<file path="src/pkg/adc_port_pkg.sv">
// Purpose: Shared constants and carrier types for the converter serial host port.
// Assumes: Core clock at 125 MHz samples every input pin of the serial link (select, clock, data in).
// Notes:   Result and command words are shifted most significant bit first.
package adc_port_pkg;

    // -------------------------------------------------------------------
    // Widths and counts
    // -------------------------------------------------------------------
    localparam int          RESULT_W     = 16;           // Conversion result width
    localparam int          CMD_W        = 8;            // Received command byte width
    localparam int          SYNC_STAGES  = 2;            // Flip-flops in each pin synchroniser
    localparam logic [2:0]  PIN_RST      = 3'h7;         // Idle pin levels: select high, clocks high
    localparam logic [15:0] RESULT_RST   = 16'h0000;     // Result holding value after reset
    localparam logic [7:0]  CMD_RST      = 8'h00;        // Command byte value after reset

    // -------------------------------------------------------------------
    // Carrier types
    // -------------------------------------------------------------------
    // Synchronised link pins
    typedef struct packed {
        logic cs_n;                                      // Chip select, active low
        logic sclk;                                      // Serial clock
        logic sdi;                                       // Serial data in
    } link_pins_s;

    // Serial data out level with its output enable
    typedef struct packed {
        logic o;                                         // Output level
        logic oe;                                        // Output enable, high while driven
    } tri_pin_s;

    // Shifter state
    typedef enum logic [1:0] {
        IDLE  = 2'b01,                                   // Deselected, shift state frozen
        FRAME = 2'b10                                    // Selected, shifting
    } frame_e;

endpackage

</file>
<file path="src/rtl/pin_sync.sv">
// Purpose: Two-flop synchroniser for a group of pins.
// Assumes: Inputs are asynchronous to clk.
// Notes:   The first stage feeds only the second stage.
`timescale 1ns/100ps
module pin_sync
    import adc_port_pkg::*;
#(
    parameter int          W         = 3,
    parameter logic [2:0]  RST_VALUE = PIN_RST
) (
    input  wire logic         clk,
    input  wire logic         rst_n,
    input  wire logic         ce,
    input  wire logic [W-1:0] d,
    output logic      [W-1:0] q
);

    logic [W-1:0] meta;                                  // First stage, read by q only

    // Two stages on the core clock
    always_ff @(posedge clk) begin
        if (!rst_n) begin
            meta <= RST_VALUE[W-1:0];
            q    <= RST_VALUE[W-1:0];
        end else if (ce) begin
            meta <= d;
            q    <= meta;
        end
    end

endmodule // pin_sync

</file>
<file path="src/rtl/adc_serial_port.sv">
// Purpose: Serial host port of a multichannel converter, pin side.
// Assumes: Host is the serial master; serial clock idles high, sampled by clk.
// Notes:   Serial clock period well above four core cycles; command bytes go to core.
//
// Operation
// - Sample serial input on rising clock
// - Shift output bit on falling clock
// - Ignore clock and input while deselected
// - Output high impedance while deselected
// - Raise ready strobe in internal clock
// - Ready strobe low in external clock
// - Ready strobe always driven
`timescale 1ns/100ps
module adc_serial_port
    import adc_port_pkg::*;
#(
    parameter int RES_W = RESULT_W,
    parameter int CMD_WIDTH = CMD_W
) (
    input  wire logic                 clk,
    input  wire logic                 rst_n,
    input  wire logic                 ce,
    input  wire logic                 cs_n,
    input  wire logic                 sclk,
    input  wire logic                 sdi,
    output logic                      sdo,
    output logic                      sdo_oe,
    output logic                      result_ready_strobe,
    input  wire logic                 int_clock_mode,
    input  wire logic                 result_valid,
    input  wire logic [RES_W-1:0]     result_data,
    output logic      [CMD_WIDTH-1:0] cmd_byte,
    output logic                      cmd_valid
);

    // -------------------------------------------------------------------
    // Pin synchronisation
    // -------------------------------------------------------------------
    link_pins_s pins_raw;                                // Raw pin group
    link_pins_s pins;                                    // Synchronised pin group
    logic       sclk_q;                                  // Previous synchronised clock
    logic       cs_n_q;                                  // Previous synchronised select

    assign pins_raw = '{cs_n: cs_n, sclk: sclk, sdi: sdi};

    pin_sync #(
        .W         (3),
        .RST_VALUE (PIN_RST)
    ) u_sync (
        .clk   (clk),
        .rst_n (rst_n),
        .ce    (ce),
        .d     (pins_raw),
        .q     (pins)
    );

    // Edge history of the synchronised pins
    always_ff @(posedge clk) begin
        if (!rst_n) begin
            sclk_q <= 1'b1;
            cs_n_q <= 1'b1;
        end else if (ce) begin
            sclk_q <= pins.sclk;
            cs_n_q <= pins.cs_n;
        end
    end

    // -------------------------------------------------------------------
    // Edge decode
    // -------------------------------------------------------------------
    wire selected  = !pins.cs_n;                         // Frame open
    wire sclk_rise = selected && pins.sclk && !sclk_q;
    wire sclk_fall = selected && !pins.sclk && sclk_q;
    wire cs_fall   = selected && cs_n_q;                 // Frame start

    // -------------------------------------------------------------------
    // Frame state
    // -------------------------------------------------------------------
    frame_e state;                                       // Current frame state
    frame_e next_state;                                  // Next frame state

    // Follow chip select
    always_comb begin
        unique case (state)
            IDLE:    next_state = selected ? FRAME : IDLE;
            FRAME:   next_state = selected ? FRAME : IDLE;
            default: next_state = IDLE;
        endcase
    end

    always_ff @(posedge clk) begin
        if (!rst_n) begin
            state <= IDLE;
        end else if (ce) begin
            state <= next_state;
        end
    end

    // -------------------------------------------------------------------
    // Receive shifter
    // -------------------------------------------------------------------
    logic [CMD_WIDTH-1:0]         rx_shift;              // Incoming bits
    logic [$clog2(CMD_WIDTH)-1:0] rx_count;              // Bits in current byte
    wire                          rx_last = (rx_count == ($clog2(CMD_WIDTH))'(CMD_WIDTH - 1));
    wire  [CMD_WIDTH-1:0]         next_rx = {rx_shift[CMD_WIDTH-2:0], pins.sdi};

    // Sample input on each rising serial clock while selected
    always_ff @(posedge clk) begin
        if (!rst_n) begin
            rx_shift  <= CMD_RST;
            rx_count  <= '0;
            cmd_byte  <= CMD_RST;
            cmd_valid <= 1'b0;
        end else if (ce) begin
            cmd_valid <= 1'b0;
            if (cs_fall) begin
                rx_count <= '0;                          // Byte alignment restarts per frame
            end else if (sclk_rise && state == FRAME) begin
                rx_shift <= next_rx;
                rx_count <= rx_count + 1'b1;
                if (rx_last) begin
                    cmd_byte  <= next_rx;
                    cmd_valid <= 1'b1;
                    rx_count  <= '0;
                end
            end
        end
    end

    // -------------------------------------------------------------------
    // Result holding and ready strobe
    // -------------------------------------------------------------------
    logic [RES_W-1:0] result_hold;                       // Last result from core
    logic [RES_W-1:0] tx_shift;                          // Outgoing bits
    logic             ready;                             // Result waiting to be read

    // Latch results; a new result wins over the read clear
    always_ff @(posedge clk) begin
        if (!rst_n) begin
            result_hold <= RESULT_RST;
            ready       <= 1'b0;
        end else if (ce) begin
            if (result_valid) begin
                result_hold <= result_data;
                ready       <= 1'b1;
            end else if (cs_fall) begin
                ready       <= 1'b0;                     // Read begins, strobe drops
            end
        end
    end

    // Strobe driven always, low in external clock mode
    always_ff @(posedge clk) begin
        if (!rst_n) begin
            result_ready_strobe <= 1'b0;
        end else if (ce) begin
            result_ready_strobe <= int_clock_mode && ready;
        end
    end

    // -------------------------------------------------------------------
    // Transmit shifter
    // -------------------------------------------------------------------
    // Load at frame start, advance on falling serial clock
    always_ff @(posedge clk) begin
        if (!rst_n) begin
            tx_shift <= RESULT_RST;
            sdo      <= 1'b0;
        end else if (ce) begin
            if (cs_fall) begin
                tx_shift <= result_hold;
                sdo      <= 1'b0;
            end else if (sclk_fall && state == FRAME) begin
                sdo      <= tx_shift[RES_W-1];
                tx_shift <= {tx_shift[RES_W-2:0], 1'b0};
            end
        end
    end

    // Output enable follows synchronised select
    always_ff @(posedge clk) begin
        if (!rst_n) begin
            sdo_oe <= 1'b0;
        end else if (ce) begin
            sdo_oe <= selected;
        end
    end

endmodule // adc_serial_port

</file>
<file path="config.mk">
export PLATFORM = sky130hd
export DESIGN_NAME = adc_serial_port
export DESIGN_NICKNAME = d
export VERILOG_FILES = /design/src/pkg/adc_port_pkg.sv /design/src/rtl/pin_sync.sv /design/src/rtl/adc_serial_port.sv
export SDC_FILE = /design/constraint.sdc
export NUM_CORES = 1
export LEC_CHECK = 0
export ABC_AREA = 0
export BUFFER_PORTS_ARGS = -buffer_cell sky130_fd_sc_hd__buf_4
export CAP_MARGIN = 5
export CORE_UTILIZATION = 58
export DETAILED_ROUTE_END_ITERATION = 8
export PLACE_DENSITY = 0.9
export SYNTH_ARGS = -nofsm -noshare
export SYNTH_HDL_FRONTEND = slang
export SYNTH_HIERARCHICAL = 1
export SYNTH_SLANG_ARGS = --single-unit
</file>
<file path="constraint.sdc">
create_clock -name clk -period 3.3 [get_ports clk]
set_clock_uncertainty 0.05 [all_clocks]
set_input_delay 0.495 -clock clk [delete_from_list [all_inputs] [get_ports clk]]
set_output_delay 0.495 -clock clk [all_outputs]
set_load 0.02 [all_outputs]
</file>
==> metrics.md, run 1 <==
| Metric | Value |
|---|---|
| Status | finished with violations |
| Violated checks | DRC |
| Pins Over Slew Limit | 0 |
| Slew @ Worst Pin | 688.8 ps |
| Slowest-stage cell, CP | a21oi_2 |
| Reg clk slew, reported paths | 70 ps |
| Syn_area_per_cell | 9.284 sq um |
| Latest clock arrival within the worst-skew pair | 340 ps |
| Postcts setup bufs | 0 |
| First-pass DRT Iterations | 6 |
| Post-Route Setup TNS | 0 ps |
| DRT iter0 DRCs | 200 |
| Clk sinks | 65 |
| Routed WL | 5217 um |
| Netlist cell types | 31 |
| Critical path buffers and inverters | 2 |
| Max stage delay on crit path | 600 ps |
| Initial antenna violation count | 0 |
| Max H-tree Level | 3 |
| Global route overflow | 0 |
| Buffers on Ports | 35 |
| Max transition margin | 54.08% |
| CTS Buf Count | 9 |
| Die area | 4967 sq um |
| Commonest non-fill, non-tap cells in the layout | nand2_1, dfxtp_1, buf_4, mux2i_1, a21oi_1 |
| Clk buf depth | 2 |
| Max Fanout on Critical Path | 33 |
| Hpwl dp | 3196 um |
| CTS tree | done |
| Mapped Cells | 293 |
| GRT Util Overall | 22.92% |
| Routability Congestion | 0.7329 |
| Initial Utilization | between 60% and 70% |
| Layout cell share with drive strength beyond 1 | 17.08% |
| Synth area leaders | dfxtp_1, mux2i_1, nand2_1, o211a_1, a21oi_1 |
| Post-synthesis adder-cell area fraction | 1.380% |
| Routed via count | 2149 |
| RSZ-0062 raised after global routing | no |
| CP startpoint | cs_n_q$_SDFFE_PN1P_ |
| Max-Cap Viols | 0 |
| CP Class | reg -> reg |
| Final hold violation count | 0 |
| Pwr dens | 506.0 nW/um^2 |
| Post-synthesis xor/xnor area fraction | 0% |
| Synth Register Bits | 65 |
| Hold buffer count at CTS | 0 |
| Min-delay src | sdi |
| Hold/Removal Path Class | in -> reg |
| Routed Antenna Nets | 0 |
| Min Tclk post-route | 1936 ps |
| Layout Nets | 345 |
| First-pass GRT wire length | 8832 um |
| Cell taking the most area after synthesis | dfxtp_1 |
| Cells after DPL | 359 |
| Post-DR wirelength/cell | roughly 14 um |
| Synth Area in Compound Gates | 19.23% |
| Vias in the first global route | 1999 |
| Crit Reg-Reg Startpoint | cs_n_q$_SDFFE_PN1P_ |
| Final core utilization | 70.50% |
| Largest net degree at the start of global routing | 49 |
| Yosys warnings | 6 |
| CORE AREA | 4444 sq um |
| Root buffer cell | clkbuf_8 |
| Post-synthesis sequential area ratio | about 48% |
| DR vias/cell | 5.746 |
| Synth top area share | 47.84% |
| Die Height | around 70 um |
| Fin crit share | 58.65% |
| Area Growth Syn to Fin | 15.18% |
| CP Capture Type | register |
| Upper clock frequency limit | 0.5167 GHz |
| Leakage | 1.461 nW |
| Die Width | 70.48 um |
| CTS-repair resized insts | 0 |
| Post-Syn Area | between 2000 and 3000 sq um |
| Synth Area in Simple Gates | 15.36% |
| Largest family of logic cells by synthesized area | compound AO/OA/AOI/OAI gates |
| Crit path required time | 3520 ps |
| Commonest non-fill, non-tap cell in the layout | nand2_1 |
| Drc violations | 2 |
| Final instance count without filler cells | 374 |
| Syn nets | 320 |
| Setup crit start kind | register |
| Rows | 24 |
| Crit path max-delay family | compound AO/OA/AOI/OAI gates |
| # IOs | 36 |
| Critical Path, Cell by Cell | buf_4 -> inv_1 -> a21oi_2 -> o211a_1 |
| Crit path DAT | about 2200 ps |
| Final setup fails | 0 |
| Mux share of post-synthesis cell area | 11.04% |
| N_diodes | 0 |
| FILL cells | 320 |
| Worst ir drop on vdd | 0.3680 mV |
[where the power goes]
group / leakage (nW) / total, mW / switching (mW) / internal, mW
logic: 0.831 / 0.100 / 0.0548 / 0.0455
clock network: 0.102 / 0.668 / 0.285 / 0.384
registers: 0.528 / 0.817 / 0.0122 / 0.804
[cell usage after synthesis]
cell type,n
nand3b_1,2
o22ai_1,3
nor2b_1,2
nor3b_4,1
ha_1,3
a31oi_1,1
and3b_1,2
o211a_1,15
a311oi_1,1
clkbuf_1,7
buf_2,10
inv_1,3
and2_1,2
nand3_1,10
o211ai_1,15
o21a_1,2
buf_6,3
a21oi_2,1
buf_1,2
and3_1,1
nor4bb_1,1
or3b_2,1
a21oi_1,28
buf_4,1
nand2_1,66
mux2i_1,30
inv_2,1
nand2b_1,3
o32ai_1,2
o21ai_0,9
dfxtp_1,65
[metal layers]
metal  part of all wire [%]  GRT usage, %
met3                    4.8         7.792
met2                     49         37.76
met5                      0             0
met4                   0.92         8.163
met1                     46         27.77
[kinds of logic after synthesis]
family          count (synthesis)
mux                            30
compound gates                 77
fa+ha+maj                       3
buf+inv                        27
flops                          65
simple gates                   91
[area by class of cell]
type	instances	area, sq um	area share (%)
clock buffer	12	155.1	4.952
clock inverter	3	40.04	1.278
sequential	65	1301	41.53
multi-input combinational	201	1279	40.81
inverter	4	15.01	0.4792
tap	52	65.06	2.077
timing repair buffer	37	277.8	8.866
[worst min-delay path, delay by kind of cell]
family	cells	cell delay, ps
AND/OR/NAND/NOR	1	60
buffers and inverters	1	80
multiplexers	1	60
[per-stage QoR]
stage / setup slack [ps] / hold WS [ps] / instance area (sq um) / power [mW]
after floorplan: 1785 / 384.6 / 2720 / 0.9004
after global placement: 1323 / 394.2 / 2938 / 0.9308
after detailed placement: 1250 / 396.5 / 2938 / 0.9337
after CTS: 1381 / 309.2 / 3133 / 1.599
after global routing: 1270 / 319.0 / 3133 / 1.646
final: 1364 / 328.0 / 3133 / 1.585
[sequential cells by signal, indices dropped and copies added, names as in the netlist, 2 cells and up]
register     cells
cmd_byte         8
u_sync/meta      3
result_hold     16
rx_shift         7
rx_count         3
tx_shift        16
state            2
u_sync/q         3
[path summary, 6_finish.rpt]
path                             endpoint  slack (ps)  cells past startpoint
min reg2reg  result_hold[14]$_SDFFE_PN0P_         400                      2
max              tx_shift[4]$_SDFFE_PN0P_        1360                      4
max reg2reg      tx_shift[4]$_SDFFE_PN0P_        1360                      4
min           u_sync/meta[0]$_SDFFE_PN1P_         330                      3
No activity file was read; power rests on OpenSTA's default activity.
==> run 2: changes to the inputs <==
CORE_UTILIZATION = 51   (was 58)
PLACE_DENSITY = 0.85   (was 0.9)
clock period = 1.76 ns   (was 3.3 ns; I/O delays follow)
==> metrics.md, run 2 (synthesis gave the netlist of run 1 again) <==
| Metric | Value |
|---|---|
| Status | complete, no violations |
| Setup crit start kind | register |
| Final hold slack | 89.39 ps |
| Global route overflow | 0 |
| Critical path buffers and inverters | 1 |
| Hpwl dp | roughly 3600 um |
| Routability Congestion | approximately 0.77 |
| Slew @ Worst Pin | 435.0 ps |
| CTS tree | done |
| CP Class | reg -> reg |
| Initial antenna violation count | 0 |
| Routed via count | approximately 2200 |
| DR vias/cell | 5.493 |
| Commonest non-fill, non-tap cells in the layout | nand2_1, dfxtp_1, buf_4, mux2i_1, a21oi_1 |
| Hold/Removal Path Class | in -> reg |
| Fin crit share | 85.46% |
| Placed Area | just over 3000 sq um |
| Commonest non-fill, non-tap cell in the layout | nand2_1 |
| Max Fanout on Critical Path | 32 |
| Routed WL | ~5600 um |
| Max H-tree Level | 3 |
| Layout cell share with drive strength beyond 1 | 19.70% |
| CTS Buf Count | 9 |
| Largest net degree at the start of global routing | 33 |
| Pins Over Slew Limit | 0 |
| Final instance count without filler cells | 400 |
| Root buffer cell | clkbuf_8 |
| Initial Utilization | 53.26% |
| Upper clock frequency limit | 0.6648 GHz |
| Critical Path, Cell by Cell | buf_12 -> nor4bb_1 -> a21oi_1 -> a311oi_1 |
| Min-delay src | sclk |
| CORE AREA | 5107 sq um |
| Crit path DAT | 1700 ps |
| Min Tclk post-route | 1504 ps |
| Vias in the first global route | 2069 |
| Layout Nets | 353 |
| FILL cells | roughly 430 |
| Setup WS pre-CTS | about 140 ps |
| Multi-input logic area | 1287 sq um |
| Worst ir drop on vdd | a little under 0.5 mV |
| Crit Reg-Reg Startpoint | cs_n_q$_SDFFE_PN1P_ |
| Latest clock arrival within the worst-skew pair | between 300 and 400 ps |
| Total Power | slightly below 3 mW |
| Pwr dens | about 900 nW/um^2 |
| First-pass DRT Iterations | 4 |
| Leakage | 1.504 nW |
| Sw power | 0.6735 mW |
| Max stage delay on crit path | 390 ps |
| Drc violations | 0 |
| N_diodes | 0 |
| Final hold violation count | 0 |
| First-pass GRT wire length | between 9000 and 10000 um |
| Die area | between 5000 and 6000 sq um |
| Clk sinks | 65 |
| Cells after DPL | roughly 390 |
| Max-Cap Viols | 0 |
| Final setup fails | 0 |
| Clock power share | 39.8% |
| Crit path max-delay family | simple AND/OR/NAND/NOR gates |
| Post-DR wirelength/cell | 13.94 um |
| CP Capture Type | register |
| Max transition margin | 70.93% |
| Combinational power share | 7.1% |
| Register area | 1301 sq um |
| # IOs | 36 |
| Rows | 26 |
| Slowest-stage cell, CP | nor4bb_1 |
| CP startpoint | cs_n_q$_SDFFE_PN1P_ |
| Routed Antenna Nets | 0 |
| DRT iter0 DRCs | 160 |
| Final worst slack | 255.9 ps |
| Reg clk slew, reported paths | 70 ps |
| Switching Share | 23.31% |
| Design area | 3222 sq um |
| Top flop regs | result_hold x16, tx_shift x16, cmd_byte x8 |
| Internal | 2.215 mW |
| Area Growth Syn to Fin | 18.45% |
| Clk buf depth | 2 |
| Postcts setup bufs | 0 |
| Post-Route Setup TNS | 0 ps |
| Reg power frac | a little over half |
| Final core utilization | 63.08% |
| RSZ-0062 raised after global routing | no |
| GRT Util Overall | 21.73% |
| Die Width | around 75 um |
| Buffers on Ports | 35 |
| Crit path required time | between 1500 and 2000 ps |
| Die Height | 75.03 um |
-- run 2: tightest hold or removal path: cells and delay by family --
family,cells,cell delay (ps)
and+or+nand+nor,1,60
buffers and inverters,1,80
muxes,1,50
-- run 2: metal layers --
metal | global-route usage, % | routed length (um) | part of all wire (%)
met5 | 0 | 0 | 0
met3 | 5.756 | 186 | 3.3
met2 | 35.34 | 2658 | 48
met1 | 25.97 | 2608 | 47
met4 | 12.58 | 121 | 2.2
-- run 2: layout make-up --
class | instances | share of cell area [%]
sequential | 65 | 40.39
timing repair buffer | 45 | 10.87
tap | 70 | 2.718
clock buffer | 12 | 5.126
multi-input combinational | 201 | 39.96
inverter | 4 | 0.4660
clock inverter | 3 | 0.4660
-- run 2: power by group through the flow --
stage	Sequential, mW	Combinational [mW]	Clock (mW)
global route	1.54	0.225	1.21
finish	1.53	0.205	1.15
CTS	1.53	0.204	1.17
detailed placement	1.57	0.202	0
floorplan	1.56	0.129	0
global placement	1.56	0.196	0
-- run 2: what timing repair did --
| action | in CTS | in global routing |
|---|---|---|
| setup endpoints to repair | 0 | 4 |
| hold buffers | 0 | 0 |
| gates resized for setup | 0 | 2 |
-- run 2: path summary, 6_finish.rpt --
check | depth (start not counted) | slack [ps] | to
worst max-delay path | 4 | 260 | sdo$_SDFFE_PN0P_
worst min-delay path | 3 | 90 | u_sync/meta[1]$_SDFFE_PN1P_
worst max register to register | 4 | 260 | sdo$_SDFFE_PN0P_
worst min register to register | 2 | 410 | cmd_byte[4]$_SDFFE_PN0P_
